**src/logic/ssp_pkg.sv**
```systemverilog
// package: register map, field layout, reset values and mode codes
package ssp_pkg;
    // register offsets are word indices, byte address is four times the index
    localparam logic [31:0] SSP_P8_LATCH_OFS = 32'h0000_ffdb;
    localparam logic [31:0] SSP_P9_LATCH_OFS = 32'h0000_ffdc;
    localparam logic [31:0] SSP_P8_DIR_OFS = 32'h0000_ffeb;
    localparam logic [31:0] SSP_P9_DIR_OFS = 32'h0000_ffec;
    localparam logic [7:0] SSP_LATCH_RST = 8'h00;
    localparam logic [7:0] SSP_DIR_RST = 8'h00;
    localparam logic [7:0] SSP_DIR_READ = 8'hff;
    localparam logic [3:0] SSP_SEL_GPIO = 4'h0;
    localparam int SSP_SEL_P8_LSB = 1;
    localparam logic [2:0] SSP_SEL_P8_GPIO = 3'h0;
    localparam int SSP_P9_UPPER_LSB = 4;
    localparam int SSP_SEG_P8_BASE = 25;
    localparam int SSP_SEG_P9_BASE = 33;
    typedef enum logic [3:0] {
        SSP_MODE_ACTIVE = 4'b0001,
        SSP_MODE_RETAIN = 4'b0010,
        SSP_MODE_HIZ = 4'b0100,
        SSP_MODE_SUBACT = 4'b1000
    } ssp_mode_t;
endpackage

```
**src/logic/ssp_pin_if.sv**
```systemverilog
// interface: drive request of one port toward the pin stage
`timescale 1ns/10ps
interface ssp_pin_if;
    logic [7:0] out;
    logic [7:0] oe;
    logic [7:0] pin_out;
    logic [7:0] pin_oe;
    modport src (output out, output oe);
    modport stage (input out, input oe, output pin_out, output pin_oe);
endinterface

```
**src/logic/ssp_pin_stage.sv**
```systemverilog
// module: per-port pin stage with mode dependent hold and high impedance
`timescale 1ns/10ps
module ssp_pin_stage
    import ssp_pkg::*;
(
    // clock and reset
    input wire logic hclk,
    input wire logic hresetn,
    // mode
    input wire ssp_pkg::ssp_mode_t mode,
    // pins
    ssp_pin_if.stage pins
);
    typedef struct packed {
        logic [7:0] out;
        logic [7:0] oe;
    } ssp_stage_t;

    ssp_stage_t st_q;
    ssp_stage_t st_d;

    always_comb begin
        st_d = st_q;
        unique case (mode)
            SSP_MODE_ACTIVE, SSP_MODE_SUBACT: begin
                st_d.out = pins.out;
                st_d.oe = pins.oe;
            end
            SSP_MODE_RETAIN: begin
                st_d = st_q;
            end
            SSP_MODE_HIZ: begin
                st_d.oe = 8'h00;
            end
            default: begin
                st_d.oe = 8'h00;
            end
        endcase
    end

    always_ff @(posedge hclk or negedge hresetn) begin
        if (!hresetn) begin
            st_q <= '0;
        end else begin
            st_q <= st_d;
        end
    end

    // live in functional modes, held in retain, released in standby/reset
    assign pins.pin_out = (mode == SSP_MODE_RETAIN) ? st_q.out : pins.out;
    assign pins.pin_oe = !hresetn ? 8'h00 :
                         (mode == SSP_MODE_RETAIN) ? st_q.oe :
                         (mode == SSP_MODE_HIZ) ? 8'h00 :
                         ((mode == SSP_MODE_ACTIVE) || (mode == SSP_MODE_SUBACT)) ? pins.oe :
                         8'h00;
endmodule

```
**src/logic/ssp_segment_shared_io_ports.sv**
```systemverilog
// module: two gpio ports shared with lcd segment and expander outputs
`timescale 1ns/10ps
module ssp_segment_shared_io_ports
    import ssp_pkg::*;
(
    // clock and reset
    input wire logic hclk,
    input wire logic hresetn,
    // ahb-lite slave
    input wire logic hsel,
    input wire logic [31:0] haddr,
    input wire logic [1:0] htrans,
    input wire logic hwrite,
    input wire logic [2:0] hsize,
    input wire logic [31:0] hwdata,
    input wire logic hready,
    output logic [31:0] hrdata,
    output logic hreadyout,
    output logic hresp,
    // system and lcd controller
    input wire ssp_pkg::ssp_mode_t mode,
    input wire logic [3:0] panel_drive_select,
    input wire logic expander_enable_bit,
    input wire logic [7:0] seg_p8,
    input wire logic [7:0] seg_p9,
    input wire logic expander_latch_pulse,
    input wire logic expander_shift_pulse,
    input wire logic expander_data,
    input wire logic expander_alternation,
    // port 8 pins
    input wire logic [7:0] p8_in,
    output logic [7:0] p8_out,
    output logic [7:0] p8_oe,
    // port 9 pins
    input wire logic [7:0] p9_in,
    output logic [7:0] p9_out,
    output logic [7:0] p9_oe
);
    typedef struct packed {
        logic [7:0] p8_latch;
        logic [7:0] p8_dir;
        logic [7:0] p9_latch;
        logic [7:0] p9_dir;
        logic wr_pend;
        logic [31:0] wr_addr;
        logic [31:0] rdata;
    } ssp_regs_t;

    ssp_regs_t r_q;
    ssp_regs_t r_d;
    logic addr_phase;
    logic [31:0] rd_val;
    logic p8_gpio;
    logic p9_gpio;
    logic [7:0] p8_rd;
    logic [7:0] p9_rd;
    logic [7:0] p9_func_out;
    logic [7:0] p9_func_oe;
    logic [3:0] expander_bus;

    ssp_pin_if p8_if ();
    ssp_pin_if p9_if ();

    ////////////////////////////////////////////////////////////////////////////
    // pin function select

    assign p8_gpio = (panel_drive_select[3:SSP_SEL_P8_LSB] == SSP_SEL_P8_GPIO);
    assign p9_gpio = (panel_drive_select == SSP_SEL_GPIO);
    assign expander_bus = {expander_latch_pulse, expander_shift_pulse,
                           expander_data, expander_alternation};

    // port 8: gpio under direction bits, else segment lines 25..32
    assign p8_if.out = p8_gpio ? r_q.p8_latch : seg_p8;
    assign p8_if.oe = p8_gpio ? r_q.p8_dir : 8'hff;

    genvar gi;
    generate
        for (gi = 0; gi < 8; gi++) begin : g_p9
            if (gi >= SSP_P9_UPPER_LSB) begin : g_up
                always_comb begin
                    if (expander_enable_bit) begin
                        p9_func_out[gi] = expander_bus[gi - SSP_P9_UPPER_LSB];
                        p9_func_oe[gi] = 1'b1;
                    end else if (p9_gpio) begin
                        p9_func_out[gi] = r_q.p9_latch[gi];
                        p9_func_oe[gi] = r_q.p9_dir[gi];
                    end else begin
                        p9_func_out[gi] = seg_p9[gi];
                        p9_func_oe[gi] = 1'b1;
                    end
                end
            end else begin : g_lo
                always_comb begin
                    if (p9_gpio) begin
                        p9_func_out[gi] = r_q.p9_latch[gi];
                        p9_func_oe[gi] = r_q.p9_dir[gi];
                    end else begin
                        p9_func_out[gi] = seg_p9[gi];
                        p9_func_oe[gi] = 1'b1;
                    end
                end
            end
        end
    endgenerate

    assign p9_if.out = p9_func_out;
    assign p9_if.oe = p9_func_oe;

    ////////////////////////////////////////////////////////////////////////////
    // pin stages

    ssp_pin_stage u_p8_stage (
        .hclk(hclk),
        .hresetn(hresetn),
        .mode(mode),
        .pins(p8_if.stage)
    );

    ssp_pin_stage u_p9_stage (
        .hclk(hclk),
        .hresetn(hresetn),
        .mode(mode),
        .pins(p9_if.stage)
    );

    assign p8_out = p8_if.pin_out;
    assign p8_oe = p8_if.pin_oe;
    assign p9_out = p9_if.pin_out;
    assign p9_oe = p9_if.pin_oe;

    ////////////////////////////////////////////////////////////////////////////
    // register read values

    assign p8_rd = (r_q.p8_dir & r_q.p8_latch) | (~r_q.p8_dir & p8_in);
    assign p9_rd = (r_q.p9_dir & r_q.p9_latch) | (~r_q.p9_dir & p9_in);

    always_comb begin
        rd_val = 32'h0000_0000;
        unique case ({2'b00, haddr[31:2]})
            SSP_P8_LATCH_OFS: rd_val = {24'h00_0000, p8_rd};
            SSP_P9_LATCH_OFS: rd_val = {24'h00_0000, p9_rd};
            SSP_P8_DIR_OFS: rd_val = {24'h00_0000, SSP_DIR_READ};
            SSP_P9_DIR_OFS: rd_val = {24'h00_0000, SSP_DIR_READ};
            default: rd_val = 32'h0000_0000;
        endcase
    end

    ////////////////////////////////////////////////////////////////////////////
    // ahb-lite slave, zero wait states

    assign addr_phase = hsel && hready && htrans[1];

    always_comb begin
        r_d = r_q;
        r_d.wr_pend = 1'b0;
        if (r_q.wr_pend) begin
            unique case (r_q.wr_addr)
                SSP_P8_LATCH_OFS: r_d.p8_latch = hwdata[7:0];
                SSP_P9_LATCH_OFS: r_d.p9_latch = hwdata[7:0];
                SSP_P8_DIR_OFS: r_d.p8_dir = hwdata[7:0];
                SSP_P9_DIR_OFS: r_d.p9_dir = hwdata[7:0];
                default: r_d.p9_dir = r_q.p9_dir;
            endcase
        end
        if (addr_phase) begin
            r_d.wr_pend = hwrite;
            r_d.wr_addr = {2'b00, haddr[31:2]};
            if (!hwrite) begin
                r_d.rdata = rd_val;
            end
        end
    end

    always_ff @(posedge hclk or negedge hresetn) begin
        if (!hresetn) begin
            r_q.p8_latch <= SSP_LATCH_RST;
            r_q.p8_dir <= SSP_DIR_RST;
            r_q.p9_latch <= SSP_LATCH_RST;
            r_q.p9_dir <= SSP_DIR_RST;
            r_q.wr_pend <= 1'b0;
            r_q.wr_addr <= 32'h0000_0000;
            r_q.rdata <= 32'h0000_0000;
        end else begin
            r_q <= r_d;
        end
    end

    assign hrdata = r_q.rdata;
    assign hreadyout = 1'b1;
    assign hresp = 1'b0;
endmodule

```
**config.mk**
```make
export PLATFORM = sky130hd
export DESIGN_NAME = ssp_segment_shared_io_ports
export DESIGN_NICKNAME = d
export VERILOG_FILES = /design/src/logic/ssp_pkg.sv /design/src/logic/ssp_pin_if.sv /design/src/logic/ssp_pin_stage.sv /design/src/logic/ssp_segment_shared_io_ports.sv
export SDC_FILE = /design/constraint.sdc
export NUM_CORES = 1
export LEC_CHECK = 0
export BUFFER_PORTS_ARGS = -buffer_cell sky130_fd_sc_hd__buf_2
export CAP_MARGIN = 20
export CELL_PAD_IN_SITES_DETAIL_PLACEMENT = 0
export CELL_PAD_IN_SITES_GLOBAL_PLACEMENT = 1
export CORE_ASPECT_RATIO = 0.8
export CORE_MARGIN = 2
export CORE_UTILIZATION = 38
export DETAILED_ROUTE_END_ITERATION = 12
export GPL_ROUTABILITY_DRIVEN = 0
export PLACE_DENSITY = 0.9
export SETUP_SLACK_MARGIN = 0.15
export SYNTH_ARGS = -nofsm -noshare
export SYNTH_HDL_FRONTEND = slang
export SYNTH_SLANG_ARGS = --single-unit
```
**constraint.sdc**
```tcl
create_clock -name hclk -period 2.3 [get_ports hclk]
set_clock_uncertainty 0.05 [all_clocks]
set_input_delay 0.345 -clock hclk [delete_from_list [all_inputs] [get_ports hclk]]
set_output_delay 0.345 -clock hclk [all_outputs]
set_load 0.02 [all_outputs]
```
==> impl_metrics.tcl, run 1 <==
set metrics [dict create \
    status "completed" \
    globalRoute.totalOverflow 0 \
    timing.setup.tns_ns 0 \
    synth_enable_flop_cells 0 \
    post_synth_and_or_nand_nor_area_fraction 0.164 \
    grt_setup_unrepaired "true" \
    dieArea_um2 14800 \
    path_cells "buf_2 -> or4_4 -> buf_8 -> mux2_2 -> mux2i_1 -> o21ai_1 -> buf_2" \
    synth.cells.most_frequent "dfrtp_1, mux2_2, nand2_1, o21ai_0, buf_4" \
    floorplan.die.height_um 109 \
    main_combinational_cell_family_by_area_after_synthesis "multiplexers" \
    setup_viol_count_final 0 \
    initial_antenna_violation_count 2 \
    static-leakage-power_nw 3.17 \
    grt.total_usage 0.184 \
    post_synth_fa_ha_maj_area_fraction 0 \
    worstSkewPairLatency_ns 0.34 \
    vias_per_cell 4.97 \
    cells_after_synth 474 \
    clk_root_buffer_cell "clkbuf_16" \
    critical_path_class "in2out" \
    cts_inserted_buffers 9 \
    synth_area_per_cell_um2 11.1 \
    grt_pass1_vias 3850 \
    crit_required_ns 1.90 \
    critPathSlowestCell "or4_4" \
    path_max_fanout 13 \
    yosysWarningCount 0 \
    io_buffer_count 128 \
    post_synth_instance_area_um2 5250 \
    cts.path.max_buffers 2 \
    yosys.area_share.xor_xnor 0.00333 \
    routed_wire_length_per_instance_um 17.0 \
    critPathArrivalTime_ns 1.86 \
    worst_pin_slew_ns 0.672 \
    synthDominantAreaCellType "dfrtp_1" \
    vdd.ir_drop.worst_mv 0.418 \
    design.final.nets 718 \
    antenna_violating_nets_post_route 0 \
    synth_seq_cells 103 \
    hold_viol 0 \
    synth_compound_area_frac 0.0574 \
    first_iter_violations 205 \
    detailedPlacementHpwl_mm 10.1 \
    ys_async_sr_fraction 1.00 \
    worstSetupEndpointType "output pin" \
    start_util 0.388 \
    width_of_the_chip_um 135 \
    yosys-mux-area-fraction 0.214 \
    clkTransAtPathRegs_ns 0.07 \
    layout.filler_cells 1255 \
    holdWs_ns 0.0102 \
    coreArea_um2 13600 \
    timing.final.max_slew_violations 0 \
    yosysUniqueCellTypes 39 \
    slew_headroom 0.551 \
    final_cycle_utilization_of_the_critical_path 0.982 \
    netlist.area_leader.share 0.491 \
    area.growth.synth_to_final_pct 22.7 \
    synth.yosys.seq_area_share 0.491 \
    crit_path_max_cell_delay_ns 0.53 \
    min_period_ns 2.26 \
    vias 3904 \
    wl_mm 13.3 \
    hold_buffers 0 \
    tritoncts "done" \
    final_layout_size_suffix_gt1_frac 0.419 \
    post-route-util 0.476 \
    num_io_pins 185 \
    first_pass_iters 5 \
    pwr_density_cell_nw_per_um2 663 \
    grt_max_degree 104 \
    path_buf_inv 3 \
    cts.htree.levels 3 \
    grt_pass1_wl_mm 20.6 \
    placed_cells_incl_taps 764 \
    cp-start-kind "primary input" \
    fmax_mhz 443 \
    holdCritPathClass "in2async" \
    cp_common_cell "buf_2" \
    critical-path-top-delay-family "simple AND/OR/NAND/NOR gates" \
    netlist_top_cells_area "dfrtp_1, mux2_2, mux2i_1" \
    post-route-drc-count 0 \
    floorplan.rows 38 \
    synth_most_common_cell "dfrtp_1" \
    cap_violations 0 \
    layout.cells.non_filler 785 \
    cts.sinks 103 \
    synth_ff_type "dfrtp_1" \
]
[worst paths after layout]
check / start / end / slack (ns) / depth (start not counted)
worst max-delay path: panel_drive_select[1] / p9_out[4] / 0.04 / 7
worst min-delay path: hresetn / u_p8_stage.st_q[11] / 0.01 / 2
worst max register to register: r_q[49] / r_q[69] / 0.20 / 5
worst min register to register: u_p8_stage.st_q[1] / u_p8_stage.st_q[1] / 0.43 / 2
max in group asynchronous: hresetn / r_q[51] / 1.69 / 2
min in group hclk: haddr[28] / r_q[58] / 0.20 / 2
[final cells by class]
class,instances,area (um2),share of cell area
clock inverters,4,27.5,0.00427
inverters,2,7.51,0.00116
well taps,180,225,0.0349
multi-input cells,336,2490,0.386
clock buffers,12,267,0.0413
repair buffers,147,850,0.132
diodes,1,2.50,0.000388
flip-flops and latches,103,2580,0.400
[report_power, final]
part           total [W]  internal, W  leakage, nW  switching, W
Clock            0.00149     0.000825        0.149      0.000666
Combinational   0.000652     0.000301         1.71      0.000351
Sequential       0.00213      0.00200         1.31      0.000132
[timing repair]
action | in CTS | in global routing
setup buffers | 3 | 1
setup endpoints to repair | 36 | 46
gates resized for setup | 5 | 27
pin swaps | 2 | 6
[logic make-up (layout without fill, tap and decap cells)]
family	Yosys count	after routing
buf+inv	59	165
other cells	2	27
xor+xnor	2	2
compound gates	59	59
mux	98	98
flops	103	103
simple gates	151	151
[cells in the final DEF, fill, tap and decap left out, types with 3 or more instances in the layout]
cell,synthesis,final
nand3b_1,4,4
clkbuf_16,0,9
mux2i_2,0,3
mux2_2,50,50
nor2_1,26,26
nand2b_1,3,3
a21oi_2,0,4
o21ai_0,44,34
buf_2,0,123
conb_1,2,26
nor4_1,3,3
mux2_4,16,16
nand3_1,3,3
dfrtp_1,103,103
o21ai_1,0,10
nor3_1,29,29
mux2i_1,32,27
nor2b_1,16,16
buf_8,0,3
clkbuf_8,0,3
nand2_1,44,44
buf_6,2,5
a21oi_1,13,9
buf_4,34,15
nor4_4,4,4
nand4_1,3,3
[metrics by stage]
stage | area (um2) | power (W) | setup WS [ns]
finish | 6450 | 0.00427 | 0.0405
global route | 6450 | 0.00446 | 0.0103
CTS | 6350 | 0.00430 | 0.0649
detailed placement | 6020 | 0.00280 | 0.0121
global placement | 6020 | 0.00276 | 0.0378
floorplan | 5360 | 0.00256 | 0.190
[registers in the layout, summed over array words and instances (netlist names)]
register,count
hrdata,8
r_q,63
u_p8_stage.st_q,16
u_p9_stage.st_q,16
[layer usage]
| metal | GRT usage | wire [um] |
|---|---|---|
| met5 | 0 | 13 |
| met4 | 0.0499 | 179 |
| met3 | 0.0516 | 1080 |
| met2 | 0.294 | 6110 |
| met1 | 0.247 | 5930 |
[worst register-to-register path: stages (launching register included)]
cell     delay [ns]
dfrtp_1        0.41
nor4b_4        0.35
nand4_4        0.16
or4b_4         0.55
buf_8          0.17
mux2_4         0.29
Power figures use the tool's default switching activity.
==> inputs of run 2 (changes only) <==
--- a/config.mk
+++ b/config.mk
@@ -10,7 +10,6 @@
 export CELL_PAD_IN_SITES_DETAIL_PLACEMENT = 0
 export CELL_PAD_IN_SITES_GLOBAL_PLACEMENT = 1
 export CORE_ASPECT_RATIO = 0.8
-export CORE_MARGIN = 2
 export CORE_UTILIZATION = 38
 export DETAILED_ROUTE_END_ITERATION = 12
 export GPL_ROUTABILITY_DRIVEN = 0
==> run 2 against run 1 <==
  * Cell count increased by 0.89%
  * Power is 5.0% higher
  * Die area fell by 3.3%
  * Maximum frequency up 1.3%
  * Routed wire length grew 3.8%
  * Worst hold slack better by 0.014 ns
  * Global-route usage increased by 1.5 points
  * Sequential share of layout area shrank 1.4 points
  * Via count rose by 3.0%
  * Cell area grew 3.7%
  * Flip-flop and latch count is the same
  * Critical endpoint is now p9_out[5]
==> impl_metrics.tcl, run 2 (same netlist as run 1, synthesis figures left out) <==
set metrics [dict create \
    floorplan.die.height_um 107 \
    grt_max_degree 104 \
    routed_wire_length_per_instance_um 17.4 \
    vias_per_cell 5.08 \
    holdCritPathClass "in2async" \
    critPathSlowestCell "or4_4" \
    post-route-util 0.495 \
    grt_setup_unrepaired "true" \
    crit_required_ns 1.90 \
    n_antenna_cell 0 \
    wl_mm 13.8 \
    critPathArrivalTime_ns 1.84 \
    static-leakage-power_nw 3.25 \
    multiInputGateArea_um2 2590 \
    post-route-drc-count 0 \
    first_pass_iters 4 \
    hold_buffers 0 \
    dieArea_um2 14300 \
    ff_latch_area_um2 2580 \
    layout.filler_cells 1229 \
    vdd.ir_drop.worst_mv 0.373 \
    cts.path.max_buffers 2 \
    grt_pass1_vias 4085 \
    critical_path_class "in2out" \
    worst_pin_slew_ns 0.580 \
    vias 4022 \
    io_buffer_count 128 \
    grt.total_usage 0.199 \
    hold_viol 0 \
    width_of_the_chip_um 133 \
    setup_viol_count_final 0 \
    status "completed" \
    coreArea_um2 13500 \
    cts_inserted_buffers 9 \
    fmax_mhz 448 \
    detailedPlacementHpwl_mm 10.1 \
    highest_count_cells_in_the_layout_ignoring_fill_and_taps "buf_2, dfrtp_1, mux2_2, nand2_1, nor3_1" \
    min_period_ns 2.23 \
    slew_headroom 0.612 \
    design.final.nets 727 \
    start_util 0.389 \
    worst-r2r-cell-count 5 \
    path_max_fanout 5 \
    biggest_register "r_q" \
    top_regs "r_q x63, u_p8_stage.st_q x16, u_p9_stage.st_q x16" \
    clkTransAtPathRegs_ns 0.07 \
    cts.htree.levels 3 \
    timing.final.max_slew_violations 0 \
    pwr_density_cell_nw_per_um2 671 \
    cts.sinks 103 \
    timing.setup.tns_ns 0 \
    final_cycle_utilization_of_the_critical_path 0.970 \
    path_cells "buf_6 -> or4_4 -> buf_6 -> mux2_2 -> mux2i_2 -> o21ai_1 -> buf_2" \
    worstSkewPairLatency_ns 0.34 \
    cp_common_cell "buf_6" \
    area.growth.synth_to_final_pct 27.3 \
    grt_pass1_wl_mm 21.6 \
    number_of_flip_flops_under_the_largest_register_name 63 \
    num_io_pins 185 \
    final_common_cell "buf_2" \
    final_layout_size_suffix_gt1_frac 0.459 \
    clk_root_buffer_cell "clkbuf_16" \
    crit_path_max_cell_delay_ns 0.54 \
    cp-start-kind "primary input" \
    cap_violations 0 \
    floorplan.rows 38 \
    initial_antenna_violation_count 0 \
    globalRoute.totalOverflow 0 \
    tritoncts "done" \
    first_iter_violations 284 \
    antenna_violating_nets_post_route 0 \
    worstSetupEndpointType "output pin" \
]
## run 2: cell type report
cell class	count	share of cell area
tap	180	0.0337
clock buffer	10	0.0357
sequential	103	0.385
inverter	2	0.00112
clock inverter	5	0.0122
multi-input combinational	336	0.388
timing repair buffer	156	0.144
## run 2: what timing repair did
item | CTS | global route
pin swaps | 5 | 9
resized for setup | 32 | 45
cloned | 1 | 0
setup endpoints to repair | 32 | 56
setup buffers | 9 | 2
## run 2: per-stage QoR
| stage | setup slack, ns | hold slack (ns) | std cells | total power [W] | area (um2) |
|---|---|---|---|---|---|
| 2_1_floorplan | 0.190 | -0.000591 | 498 | 0.00256 | 5360 |
| 3_3_place_gp | 0.0627 | 0.413 | 765 | 0.00277 | 6050 |
| 3_5_place_dp | 0.0260 | 0.420 | 765 | 0.00281 | 6050 |
| 4_1_cts | 0.0909 | 0.0782 | 790 | 0.00448 | 6530 |
| 5_1_grt | 0.0294 | 0.0724 | 792 | 0.00467 | 6690 |
| 6_report | 0.0698 | 0.0242 | 792 | 0.00449 | 6690 |
## run 2: worst paths after layout
kind                                            start  slack [ns]            endpoint
worst max-delay path            panel_drive_select[1]        0.07           p9_out[5]
worst min-delay path                          hresetn        0.02  u_p8_stage.st_q[4]
worst max register to register                r_q[45]        0.16             r_q[79]
worst min register to register     u_p8_stage.st_q[7]        0.42  u_p8_stage.st_q[7]
max in group asynchronous                     hresetn        1.72             r_q[64]
min in group hclk                           haddr[15]        0.19             r_q[45]
## run 2: where the power goes
group          leakage [nW]  switching [W]  internal (W)
combinational          1.79       0.000378      0.000326
clock                 0.155       0.000669      0.000980
sequential             1.31       0.000136       0.00200
total                  3.25        0.00118       0.00331
## run 2: worst max-delay path, delay by kind of cell
family | cells | cell delay, ns
simple gates | 1 | 0.54
mux | 2 | 0.46
buf+inv | 3 | 0.41
compound gates | 1 | 0.09
## run 2: routing by layer
layer  GRT usage  share of wire  wire (um)
met3      0.0478          0.056        767
met2       0.326           0.47       6540
met1       0.258           0.45       6220
met4      0.0674          0.021        293
met5           0              0          0
==> inputs of run 3 (changes only) <==
--- a/config.mk
+++ b/config.mk
@@ -14,6 +14,7 @@
 export DETAILED_ROUTE_END_ITERATION = 12
 export GPL_ROUTABILITY_DRIVEN = 0
 export PLACE_DENSITY = 0.9
+export REMOVE_ABC_BUFFERS = 1
 export SETUP_SLACK_MARGIN = 0.15
 export SYNTH_ARGS = -nofsm -noshare
 export SYNTH_HDL_FRONTEND = slang
==> run 3 against run 2 <==
  * Die area is the same
  * Worst hold slack better by 0.060 ns
  * Utilization shrank 1.8 points
  * Combinational power down 6.0%
  * Critical endpoint is now p9_out[4]
  * Largest power group unchanged
==> impl_metrics.tcl, run 3 (same netlist as run 1, synthesis figures left out) <==
set metrics [dict create \
    status "completed" \
    cts.path.max_buffers 2 \
    p_sw_w 0.00113 \
    tritoncts "done" \
    critical_path_class "in2out" \
    cts.sinks 103 \
    top_regs "r_q x63, u_p8_stage.st_q x16, u_p9_stage.st_q x16" \
    pwr_density_cell_nw_per_um2 661 \
    worst_pin_slew_ns 0.557 \
    routed_wire_length_per_instance_um 16.2 \
    grt_pass1_vias 3863 \
    pwr-share-seq 0.500 \
    cap_violations 0 \
    antenna_violating_nets_post_route 0 \
    critPathSlowestCell "or4_4" \
    globalRoute.totalOverflow 0 \
    vias 3874 \
    initial_antenna_violation_count 1 \
    hold_buffers 0 \
    floorplan.rows 38 \
    layout.cells.non_filler 789 \
    cts.htree.levels 3 \
    critPathArrivalTime_ns 1.86 \
    static-leakage-power_nw 3.19 \
    timing.final.max_slew_violations 0 \
    grt.total_usage 0.185 \
    design.final.nets 723 \
    biggest_register "r_q" \
    holdCritPathClass "in2async" \
    p_int_w 0.00313 \
    worstSkewPairLatency_ns 0.34 \
    holdWs_ns 0.0847 \
    setup_viol_count_final 0 \
    first_pass_iters 4 \
    clkTransAtPathRegs_ns 0.07 \
    vias_per_cell 4.91 \
    hold_viol 0 \
    coreArea_um2 13500 \
    p_clk_frac 0.345 \
    path_max_fanout 5 \
    highest_count_cells_in_the_layout_ignoring_fill_and_taps "buf_2, dfrtp_1, mux2_2, nand2_1, o21ai_0" \
    swShare 0.265 \
    floorplan.die.height_um 107 \
    layout.filler_cells 1292 \
    detailedPlacementHpwl_mm 9.63 \
    dieArea_um2 14300 \
    first_iter_violations 241 \
    clk_root_buffer_cell "clkbuf_16" \
    cp-start-kind "primary input" \
    number_of_flip_flops_under_the_largest_register_name 63 \
    area.growth.synth_to_final_pct 22.8 \
    grt_setup_unrepaired "true" \
    path_cells "buf_6 -> or4_4 -> buf_6 -> mux2_4 -> mux2i_2 -> o21ai_1 -> buf_4" \
    n_antenna_cell 0 \
    num_io_pins 185 \
    placed_cells_incl_taps 766 \
    final_layout_size_suffix_gt1_frac 0.417 \
    min_period_ns 2.25 \
    cts_inserted_buffers 9 \
    post-route-drc-count 0 \
    start_util 0.389 \
    pre_cts_ws_ns 0.0153 \
    vdd.ir_drop.worst_mv 0.512 \
    wl_mm 12.8 \
    final_common_cell "buf_2" \
    comb_power_share 0.155 \
    post-route-util 0.478 \
    worstSetupEndpointType "output pin" \
    grt_pass1_wl_mm 20.2 \
    slew_headroom 0.627 \
    crit_required_ns 1.90 \
    fin_total_pwr_w 0.00426 \
    grt_max_degree 104 \
    cp_common_cell "buf_6" \
    crit_path_max_cell_delay_ns 0.55 \
    fmax_mhz 444 \
    worst_slack_ns 0.0473 \
    width_of_the_chip_um 133 \
    final_cycle_utilization_of_the_critical_path 0.979 \
    io_buffer_count 128 \
]
==> run 3: cell count changes in the layout (fill, tap and decap cells not counted), sizes merged <==
cell,before,now
inv,3,2
bufinv,2,0
buf,156,152
clkbuf,10,14
clkinvlp,1,0
clkinv,1,2
==> run 3: stage by stage <==
| step | cell area, um2 | setup TNS (ns) |
|---|---|---|
| floorplan | 4990 | -22.22 |
| global placement | 6010 | 0 |
| detailed placement | 6010 | 0 |
| CTS | 6340 | 0 |
| global route | 6450 | 0 |
| finish | 6450 | 0 |
==> run 3: power by group through the flow <==
stage               clock network [W]  logic, W  registers (W)
finish                        0.00147  0.000661        0.00213
global route                  0.00158  0.000733        0.00215
CTS                           0.00151  0.000647        0.00213
detailed placement                  0  0.000637        0.00216
global placement                    0  0.000611        0.00214
floorplan                           0  0.000390        0.00212
==> run 3: final timing paths <==
kind	start	end	slack, ns	cells after the start
min in group hclk	hwrite	r_q[64]	0.19	3
min	hresetn	u_p8_stage.st_q[15]	0.08	2
max	panel_drive_select[0]	p9_out[4]	0.05	7
max in group asynchronous	hresetn	u_p9_stage.st_q[0]	1.70	2
min reg2reg	hrdata[3]	hrdata[3]	0.44	2
max reg2reg	r_q[51]	r_q[75]	0.20	5
==> run 3: what timing repair did <==
| item | CTS | global route |
|---|---|---|
| endpoints found under the setup margin | 40 | 39 |
| gates resized for setup | 7 | 35 |
| pin swaps | 1 | 12 |
| buffers inserted | 3 | 3 |
| gates cloned | 0 | 1 |
==> run 3: layer usage <==
metal / up-vias / share of wire / GRT usage
met1: 1865 / 0.44 / 0.240
met3: 20 / 0.059 / 0.0567
li1: 1859 / - / -
met5: - / 0.0010 / 0
met2: 128 / 0.48 / 0.294
met4: 2 / 0.017 / 0.0584
==> run 3: worst max-delay path, delay by kind of cell <==
family / cells / cell delay, ns
AOI/OAI and AO/OA: 1 / 0.09
buffers and inverters: 3 / 0.41
muxes: 2 / 0.46
and+or+nand+nor: 1 / 0.55
==> run 3: layout make-up <==
cell class / count / area [um2] / area share
Clock inverter: 2 / 13.8 / 0.00213
Inverter: 2 / 7.51 / 0.00116
Timing Repair Buffer: 152 / 895 / 0.139
Tap cell: 180 / 225 / 0.0349
Sequential cell: 103 / 2580 / 0.399
Clock buffer: 14 / 274 / 0.0425
Multi-Input combinational cell: 336 / 2460 / 0.381
